==> src/hwcl_pkg.sv <==
`default_nettype none
package hwcl_pkg;
    // ----------------------------------------------------------------
    // register map
    // ----------------------------------------------------------------
    localparam int unsigned ADDR_W          = 7;
    localparam int unsigned DATA_W          = 8;
    localparam logic [6:0]  HW_ONE_ADDR     = 7'h0e;
    localparam logic [6:0]  HW_TWO_ADDR     = 7'h0f;
    localparam logic [6:0]  PIN_CFG_ADDR    = 7'h17;
    localparam logic [7:0]  HW_ONE_POR      = 8'h00;
    localparam logic [7:0]  HW_TWO_POR      = 8'h40;
    localparam logic [7:0]  PIN_CFG_POR     = 8'h00;
    // ----------------------------------------------------------------
    // field positions and masks
    // ----------------------------------------------------------------
    localparam int unsigned UV_HYS_BIT      = 7;
    localparam int unsigned THERM_SEL_BIT   = 5;
    localparam int unsigned RST_DEL_BIT     = 4;
    localparam int unsigned LOCK0_BIT       = 3;
    localparam int unsigned FREQ_LSB        = 5;
    localparam int unsigned PEAK_BIT        = 4;
    localparam int unsigned SS_LSB          = 2;
    localparam int unsigned LOCK1_BIT       = 0;
    localparam logic [7:0]  HW_ONE_RW_MASK  = 8'hb8;
    localparam logic [7:0]  LOCK0_MASK      = 8'h08;
    localparam logic [7:0]  HW_TWO_RW_MASK  = 8'hfd;
    localparam logic [7:0]  PIN_CFG_RW_MASK = 8'h07;
    localparam logic [7:0]  NO_BITS         = 8'h00;
    // ----------------------------------------------------------------
    // thermal wait timing
    // ----------------------------------------------------------------
    localparam longint      CLK_HZ          = 100_000_000;
    localparam longint      WAIT_TIME_S     = 1;
    localparam longint      WAIT_CYCLES     = WAIT_TIME_S * CLK_HZ;
    localparam logic [6:0]  EXTEND_FACTOR   = 7'h40;
    localparam logic [4:0]  EXTEND_AFTER    = 5'h10;
    localparam logic [4:0]  COUNT_MAX       = 5'h1f;
    // ----------------------------------------------------------------
    // encodings and carriers
    // ----------------------------------------------------------------
    typedef enum logic [2:0] {
        FREQ_1M8 = 3'h0,
        FREQ_2M0 = 3'h1,
        FREQ_2M2 = 3'h2,
        FREQ_2M4 = 3'h3
    } hwcl_freq_t;
    typedef enum logic [2:0] {
        PIN_FAIL_A = 3'h0, PIN_FAIL_B = 3'h1, PIN_FAIL_C = 3'h2,
        PIN_CYCLIC = 3'h3, PIN_OFF    = 3'h4, PIN_WAKE   = 3'h5,
        PIN_PWM_LS = 3'h6, PIN_PWM_HS = 3'h7
    } hwcl_pin_mode_t;
    typedef enum logic [1:0] {
        TSD_IDLE = 2'h0,
        TSD_WAIT = 2'h1
    } hwcl_tsd_state_t;
    typedef struct packed {
        logic                 wr;
        logic [ADDR_W-1:0]    addr;
        logic [DATA_W-1:0]    wdata;
    } hwcl_req_t;
    typedef struct packed {
        logic                 uv_hys_highest;
        logic                 thermal_wait_extend_sel;
        logic                 reset_delay_reduced;
        logic [2:0]           pump_osc_freq_sel;
        logic                 pump_freq_reserved;
        logic                 peak_threshold_high;
        logic                 spread_spectrum_on;
        logic [1:0]           spread_spectrum_rate;
        logic                 fail_output;
        logic                 cyclic_sense;
        logic                 pin_off;
        logic                 wake_input;
        logic                 pwm_low_side;
        logic                 pwm_high_side;
        logic                 wake_source_fail_safe;
        logic                 pump_pin_locked;
        logic                 level1_locked;
    } hwcl_cfg_t;
endpackage
`default_nettype wire

==> src/hwcl_regs.sv <==
`default_nettype none
module hwcl_regs
    import hwcl_pkg::*;
#(
    parameter longint TSD_WAIT_CYCLES = WAIT_CYCLES
) (
    input  wire logic                clk,
    input  wire logic                rst_b,
    input  wire hwcl_req_t           req,
    input  wire logic                spi_chip_select_n,
    input  wire logic                soft_reset,
    input  wire logic                fail_safe_mode,
    input  wire logic                severe_thermal_shutdown_event,
    input  wire logic                severe_thermal_shutdown_count_clear,
    output var  logic [DATA_W-1:0]   rd_data,
    output var  hwcl_cfg_t           cfg,
    output var  logic                severe_thermal_shutdown_release_ok
);
    // ----------------------------------------------------------------
    // elaboration checks
    // ----------------------------------------------------------------
    if (TSD_WAIT_CYCLES < 1 || TSD_WAIT_CYCLES > 134_217_727) begin : g_chk
        $error("wait cycle count outside the 27-bit prescaler range");
    end

    localparam logic [26:0] PRESC_LAST = 27'(TSD_WAIT_CYCLES - 1);

    // ----------------------------------------------------------------
    // register bank state
    // ----------------------------------------------------------------
    logic [7:0]      hw1_reg;
    logic [7:0]      hw1_next;
    logic [7:0]      hw2_reg;
    logic [7:0]      hw2_next;
    logic [7:0]      pin_reg;
    logic [7:0]      pin_next;
    logic            lock1_active_reg;
    logic            lock1_active_next;
    logic            cs_prev_reg;
    logic            cs_prev_next;
    logic [7:0]      hw1_wmask;
    logic [7:0]      hw2_wmask;
    logic [7:0]      pin_wmask;
    logic            lock0;
    logic            lock1_bit;

    assign lock0     = hw1_reg[LOCK0_BIT];
    assign lock1_bit = hw2_reg[LOCK1_BIT];

    always_comb begin
        hw1_next          = hw1_reg;
        hw2_next          = hw2_reg;
        pin_next          = pin_reg;
        cs_prev_next      = spi_chip_select_n;
        lock1_active_next = lock1_active_reg;
        // the level-0 lock bit itself stays writable at all times
        hw1_wmask = lock1_active_reg ? LOCK0_MASK : HW_ONE_RW_MASK;
        hw2_wmask = lock1_active_reg ? NO_BITS : HW_TWO_RW_MASK;
        pin_wmask = lock0 ? NO_BITS : PIN_CFG_RW_MASK;
        if (req.wr) begin
            // per-field masking: locked bits drop, the rest update
            if (req.addr == HW_ONE_ADDR) begin
                hw1_next = (hw1_reg & ~hw1_wmask)
                         | (req.wdata & hw1_wmask);
            end
            if (req.addr == HW_TWO_ADDR) begin
                hw2_next = (hw2_reg & ~hw2_wmask)
                         | (req.wdata & hw2_wmask);
            end
            if (req.addr == PIN_CFG_ADDR) begin
                pin_next = (pin_reg & ~pin_wmask)
                         | (req.wdata & pin_wmask);
            end
        end
        // soft reset wins over a write arriving in the same cycle, except to control one and two while the level-1 lock bit is set
        if (soft_reset) begin
            if (!lock1_bit) begin
                hw1_next = hw1_reg & LOCK0_MASK;
                hw2_next = HW_TWO_POR;
            end
            pin_next = lock0 ? (pin_reg & PIN_CFG_RW_MASK)
                             : PIN_CFG_POR;
        end
        // arming uses the bit as it stood before this edge
        if (!cs_prev_reg && spi_chip_select_n && lock1_bit) begin
            lock1_active_next = 1'b1;
        end
    end

    // sleep and fail-safe exits do not touch the bank, only rst_b and soft_reset do
    always_ff @(posedge clk) begin
        if (!rst_b) begin
            hw1_reg          <= HW_ONE_POR;
            hw2_reg          <= HW_TWO_POR;
            pin_reg          <= PIN_CFG_POR;
            lock1_active_reg <= 1'b0;
            cs_prev_reg      <= 1'b1;
        end else begin
            hw1_reg          <= hw1_next;
            hw2_reg          <= hw2_next;
            pin_reg          <= pin_next;
            lock1_active_reg <= lock1_active_next;
            cs_prev_reg      <= cs_prev_next;
        end
    end

    // ----------------------------------------------------------------
    // severe thermal shutdown waiting time
    // ----------------------------------------------------------------
    hwcl_tsd_state_t tsd_state_reg;
    hwcl_tsd_state_t tsd_state_next;
    logic [4:0]      evt_cnt_reg;
    logic [4:0]      evt_cnt_next;
    logic [26:0]     presc_reg;
    logic [26:0]     presc_next;
    logic [6:0]      secs_reg;
    logic [6:0]      secs_next;
    logic            release_next;

    always_comb begin
        tsd_state_next = tsd_state_reg;
        evt_cnt_next   = evt_cnt_reg;
        presc_next     = presc_reg;
        secs_next      = secs_reg;
        if (severe_thermal_shutdown_count_clear) begin
            evt_cnt_next = 5'h00;
        end
        // a new event in the clearing cycle counts from zero
        if (severe_thermal_shutdown_event && evt_cnt_next != COUNT_MAX) begin
            evt_cnt_next = evt_cnt_next + 5'h01;
        end else if (severe_thermal_shutdown_event) begin
            evt_cnt_next = COUNT_MAX;
        end
        case (tsd_state_reg)
            TSD_IDLE: begin
                if (severe_thermal_shutdown_event) begin
                    tsd_state_next = TSD_WAIT;
                    presc_next     = 27'h000_0000;
                    if (hw1_reg[THERM_SEL_BIT]
                        && evt_cnt_next > EXTEND_AFTER) begin
                        secs_next = EXTEND_FACTOR - 7'h01;
                    end else begin
                        secs_next = 7'h00;
                    end
                end
            end
            TSD_WAIT: begin
                if (presc_reg == PRESC_LAST) begin
                    presc_next = 27'h000_0000;
                    if (secs_reg == 7'h00) begin
                        tsd_state_next = TSD_IDLE;
                    end else begin
                        secs_next = secs_reg - 7'h01;
                    end
                end else begin
                    presc_next = presc_reg + 27'h000_0001;
                end
            end
            default: begin
                tsd_state_next = TSD_IDLE;
            end
        endcase
        release_next = (tsd_state_next == TSD_IDLE);
    end

    always_ff @(posedge clk) begin
        if (!rst_b) begin
            tsd_state_reg   <= TSD_IDLE;
            evt_cnt_reg     <= 5'h00;
            presc_reg       <= 27'h000_0000;
            secs_reg        <= 7'h00;
            severe_thermal_shutdown_release_ok <= 1'b1;
        end else begin
            tsd_state_reg   <= tsd_state_next;
            evt_cnt_reg     <= evt_cnt_next;
            presc_reg       <= presc_next;
            secs_reg        <= secs_next;
            severe_thermal_shutdown_release_ok <= release_next;
        end
    end

    // ----------------------------------------------------------------
    // read data and decoded settings
    // ----------------------------------------------------------------
    logic [7:0]      rd_next;
    hwcl_cfg_t       cfg_next;
    hwcl_pin_mode_t  pin_mode;

    assign pin_mode = hwcl_pin_mode_t'(pin_reg[2:0]);

    always_comb begin
        // stored bits are masked so reserved positions cannot leak
        case (req.addr)
            HW_ONE_ADDR:  rd_next = hw1_reg & HW_ONE_RW_MASK;
            HW_TWO_ADDR:  rd_next = hw2_reg & HW_TWO_RW_MASK;
            PIN_CFG_ADDR: rd_next = pin_reg & PIN_CFG_RW_MASK;
            default:      rd_next = 8'h00;
        endcase
        cfg_next = '0;
        cfg_next.uv_hys_highest          = hw1_reg[UV_HYS_BIT];
        cfg_next.thermal_wait_extend_sel = hw1_reg[THERM_SEL_BIT];
        cfg_next.reset_delay_reduced     = hw1_reg[RST_DEL_BIT];
        cfg_next.pump_osc_freq_sel = hw2_reg[FREQ_LSB +: 3];
        // reserved codes are flagged so the oscillator can ignore them
        cfg_next.pump_freq_reserved = hw2_reg[FREQ_LSB+2];
        cfg_next.peak_threshold_high = hw2_reg[PEAK_BIT];
        cfg_next.spread_spectrum_rate = hw2_reg[SS_LSB +: 2];
        cfg_next.spread_spectrum_on = |hw2_reg[SS_LSB +: 2];
        case (pin_mode)
            PIN_FAIL_A, PIN_FAIL_B, PIN_FAIL_C: begin
                cfg_next.fail_output = 1'b1;
            end
            PIN_CYCLIC: cfg_next.cyclic_sense  = 1'b1;
            PIN_OFF:    cfg_next.pin_off       = 1'b1;
            PIN_WAKE:   cfg_next.wake_input    = 1'b1;
            PIN_PWM_LS: cfg_next.pwm_low_side  = 1'b1;
            PIN_PWM_HS: cfg_next.pwm_high_side = 1'b1;
            default:    cfg_next.pin_off       = 1'b1;
        endcase
        cfg_next.wake_source_fail_safe =
            fail_safe_mode && (pin_mode == PIN_WAKE);
        // the pump enable lives elsewhere; its owner gates on this
        cfg_next.pump_pin_locked = lock0;
        cfg_next.level1_locked   = lock1_active_reg;
    end

    always_ff @(posedge clk) begin
        if (!rst_b) begin
            rd_data <= 8'h00;
            cfg     <= '0;
        end else begin
            rd_data <= rd_next;
            cfg     <= cfg_next;
        end
    end
endmodule
`default_nettype wire

==> config.mk <==
export PLATFORM = sky130hd
export DESIGN_NAME = hwcl_regs
export DESIGN_NICKNAME = d
export VERILOG_FILES = /design/src/hwcl_pkg.sv /design/src/hwcl_regs.sv
export SDC_FILE = /design/constraint.sdc
export NUM_CORES = 1
export LEC_CHECK = 0
export BUFFER_PORTS_ARGS = -buffer_cell sky130_fd_sc_hd__buf_2
export CORE_MARGIN = 5
export CORE_UTILIZATION = 60
export CTS_CLUSTER_DIAMETER = 150
export CTS_CLUSTER_SIZE = 20
export DETAILED_ROUTE_END_ITERATION = 8
export GPL_TIMING_DRIVEN = 0
export PLACE_DENSITY = 0.88
export SYNTH_ARGS = -nofsm -noshare
export SYNTH_HDL_FRONTEND = slang
export SYNTH_SLANG_ARGS = --single-unit
==> constraint.sdc <==
create_clock -name clk -period 4.55 [get_ports clk]
set_input_delay 0.455 -clock clk [delete_from_list [all_inputs] [get_ports clk]]
set_output_delay 0.455 -clock clk [all_outputs]
set_load 0.01 [all_outputs]
==> key figures <==
Status
  – Status: complete, no violations

Logic synthesis
  – Count leader, synth: dfxtp_1
  – Yosys warns: 0
  – Synth top area cells: dfxtp_1 45%, nor2_1 5.2%, mux2i_1 5.0%, and2_1 3.0%, nand2_1 2.8%
  – Cell taking the most area after synthesis: dfxtp_1
  – Share of the synthesized area in the top cell type: between 40% and 50%
  – Flops & latches, synth: 85
  – Ys flop type: dfxtp_1
  – EDFF count, synth: 0
  – Syn Inst Count: 414
  – Synth Net Count: 441
  – Synth unique cells: 63
  – Commonest cells post-synth: 85 x dfxtp_1, 52 x nor2_1, 28 x nand2_1
  – Syn avg cell area: 9.11 um2
  – Post-synth ARST share: 0%
  – Netlist Area Pre-Place: 0.00377 mm2
  – Seq/Total Area, Yosys: between 40% and 50%

Global routing
  – Largest net degree at the start of global routing: 17
  – Initial antenna violation count: 0
  – Global-route wire length before repair: 14300 um
  – GRT overflow: 0
  – GRT Util Overall: ~23%
  – Vias in the first global route: about 3100

Finish
  – Max FFs per register: 27
  – Antenna diodes: 0
  – Area Growth Syn to Fin: 14.5%
  – Share of layout cells above drive strength 1: 18.8%
  – Fillers: 462
  – Nets: 502

Floorplan
  – # rows: 28
  – Initial core utilization: 62.6%
  – Die area: roughly 0.0080 mm2
  – DIE HEIGHT: 89.3 um
  – Io pins: 52
  – Core Region: 0.00603 mm2
  – Die Span X: 89.3 um

Drt
  – DR vias/cell: between 5 and 6
  – Routed via count: 3299
  – Routed Antenna Nets: 0
  – DR WL/cell: 15.1 um
  – Number of DRC markers in iteration 0: 235
  – DR pass1 iterations: 6
  – Drt total wl: 8400 um
  – DRC: 0

STA
  – Slew margin rel.: between 30% and 40%
  – Fin crit share: between 50% and 60%
  – TNS Setup: 0 ns
  – RSZ-0062 raised after global routing: no
  – Peak Freq: between 300 and 400 MHz
  – Setup-failing EPs final: 0
  – Final Skew: between 0.01 and 0.015 ns
  – Worst Slack Setup Final: 1.95 ns
  – Final Slew Violations: 0
  – Worst-margin pin slew: 0.950 ns
  – Final min period: approximately 2.6 ns
  – Final hold vios: 0

Worst setup path
  – WS Path Type: reg2reg
  – Endpoint class of the critical path: flop
  – Worst reg2reg path depth: 9
  – Worst setup SP type: flop
  – Critical Path RT: 4.81 ns
  – Critical Path Fanout Max: 6
  – Arr. time, crit path: approximately 2.9 ns

Min path
  – Hold Crit Depth: 2
  – Tightest Hold Check Type: in2reg

Clock network
  – Worst skew pair latency: ~0.36 ns
  – CTS tree: built
  – Total of cells resized after clock tree synthesis: 0
  – Cts hold-fix bufs: 0
  – TritonCTS Buffers: 9
  – Post-CTS Setup Bufs: 0
  – Clock Path Buffers: 2
  – Clk slew on worst S/H paths: about 0.09 ns
  – Clk sink count: 85
  – Htree depth: 3
  – CTS root buffer: clkbuf_8

Placed design
  – Number of port buffers: 50
  – Gpl congestion: roughly 0.86
  – DP HPWL: 5940 um
  – Pre-CTS WS: between 1.5 and 2 ns

Pwr
  – Overall Power: between 0.001 and 0.0015 W
  – Power Density: 324 mW/mm2
  – P_leak: 1.74 nW
  – VDD IR max: 0.238 mV

Run
  – Maxcap violations: 0
-- layout by cell type, fill, tap and decap left out, types with 3 or more instances in the layout --
cell,Yosys,layout
mux2i_1,19,19
nand4_1,12,12
clkbuf_1,11,12
nor2_1,52,52
o22ai_1,3,3
inv_6,0,3
or3_1,9,9
dfxtp_1,85,85
xnor2_1,7,7
inv_1,11,11
ha_1,4,4
nand2b_1,9,9
nor3_1,12,12
o21ai_0,13,13
nand2_1,28,28
nor3b_1,5,5
nor4_1,7,7
clkbuf_8,0,9
nand3_1,11,11
and2_1,18,18
a32oi_1,4,4
nor2_2,10,10
xor2_1,10,10
a21oi_1,10,10
and4_1,3,3
nor2b_1,6,6
and3_1,5,5
a211oi_1,3,3
buf_2,1,51
-- power by group --
group	internal (W)	switching, W	total [W]
registers	0.000752	0.00000691	0.000758
clock network	0.000264	0.000283	0.000548
logic	0.0000359	0.0000557	0.0000916
-- path summary, 6_finish.rpt --
kind,start,endpoint,slack [ns]
max,evt_cnt_reg[0]$_SDFF_PN0_,secs_reg[1]$_SDFFE_PN0P_,1.95
min,spi_chip_select_n,cs_prev_reg$_SDFF_PN1_,0.31
min reg2reg,presc_reg[26]$_SDFFE_PN0P_,presc_reg[26]$_SDFFE_PN0P_,0.48
max reg2reg,evt_cnt_reg[0]$_SDFF_PN0_,secs_reg[1]$_SDFFE_PN0P_,1.95
-- per-layer routing --
| layer | vias to the layer above | global-route usage [%] | part of all wire, % |
|---|---|---|---|
| met2 | 155 | 37.3 | 47 |
| met1 | 1537 | 29.2 | 42 |
| met3 | 16 | 4.61 | 9.1 |
| li1 | 1591 | - | - |
| met4 | 0 | 10.6 | 1.5 |
| met5 | - | 0 | 0 |
-- worst max-delay path, cell delays in order (launching register included) --
cell	delay, ns
dfxtp_1	0.35
nor2b_1	0.17
ha_1	0.19
and3b_1	0.18
and2_1	0.16
ha_1	0.26
o32ai_1	0.32
o2111ai_1	0.28
and2_1	0.25
o311a_1	0.33
-- cells by family (layout without fill, tap and decap cells) --
group	after synthesis	after routing	synth area share, %
AO/OA/AOI/OAI	59	59	11.5
XOR/XNOR	17	17	3.95
adder cells (fa/ha/maj)	4	4	1.33
buffers and inverters	25	91	3.05
flip-flops	85	85	45.1
multiplexers	19	19	5.04
other	1	1	0.0994
AND/OR/NAND/NOR	204	204	29.9
-- metrics by stage --
step	hold WS [ns]	cell area (um2)	utilization, %	instances
finish	0.306	4320	71.7	555
global route	0.299	4320	71.7	555
CTS	0.297	4320	71.7	555
detailed placement	0.462	4120	68.3	539
global placement	0.442	4120	68.3	539
floorplan	0.432	3770	-	414
-- final cells by class --
| type | instances | area (um2) | share of cell area, % |
|---|---|---|---|
| multi-input cells | 304 | 1950 | 45.2 |
| flip-flops and latches | 85 | 1700 | 39.4 |
| repair buffers | 50 | 250 | 5.79 |
| clock buffers | 10 | 128 | 2.95 |
| well taps | 75 | 93.8 | 2.17 |
| clock inverters | 6 | 76.3 | 1.77 |
| plain buffers | 14 | 73.8 | 1.71 |
| inverters | 11 | 41.3 | 0.956 |
(Power assumes the default switching activity.)
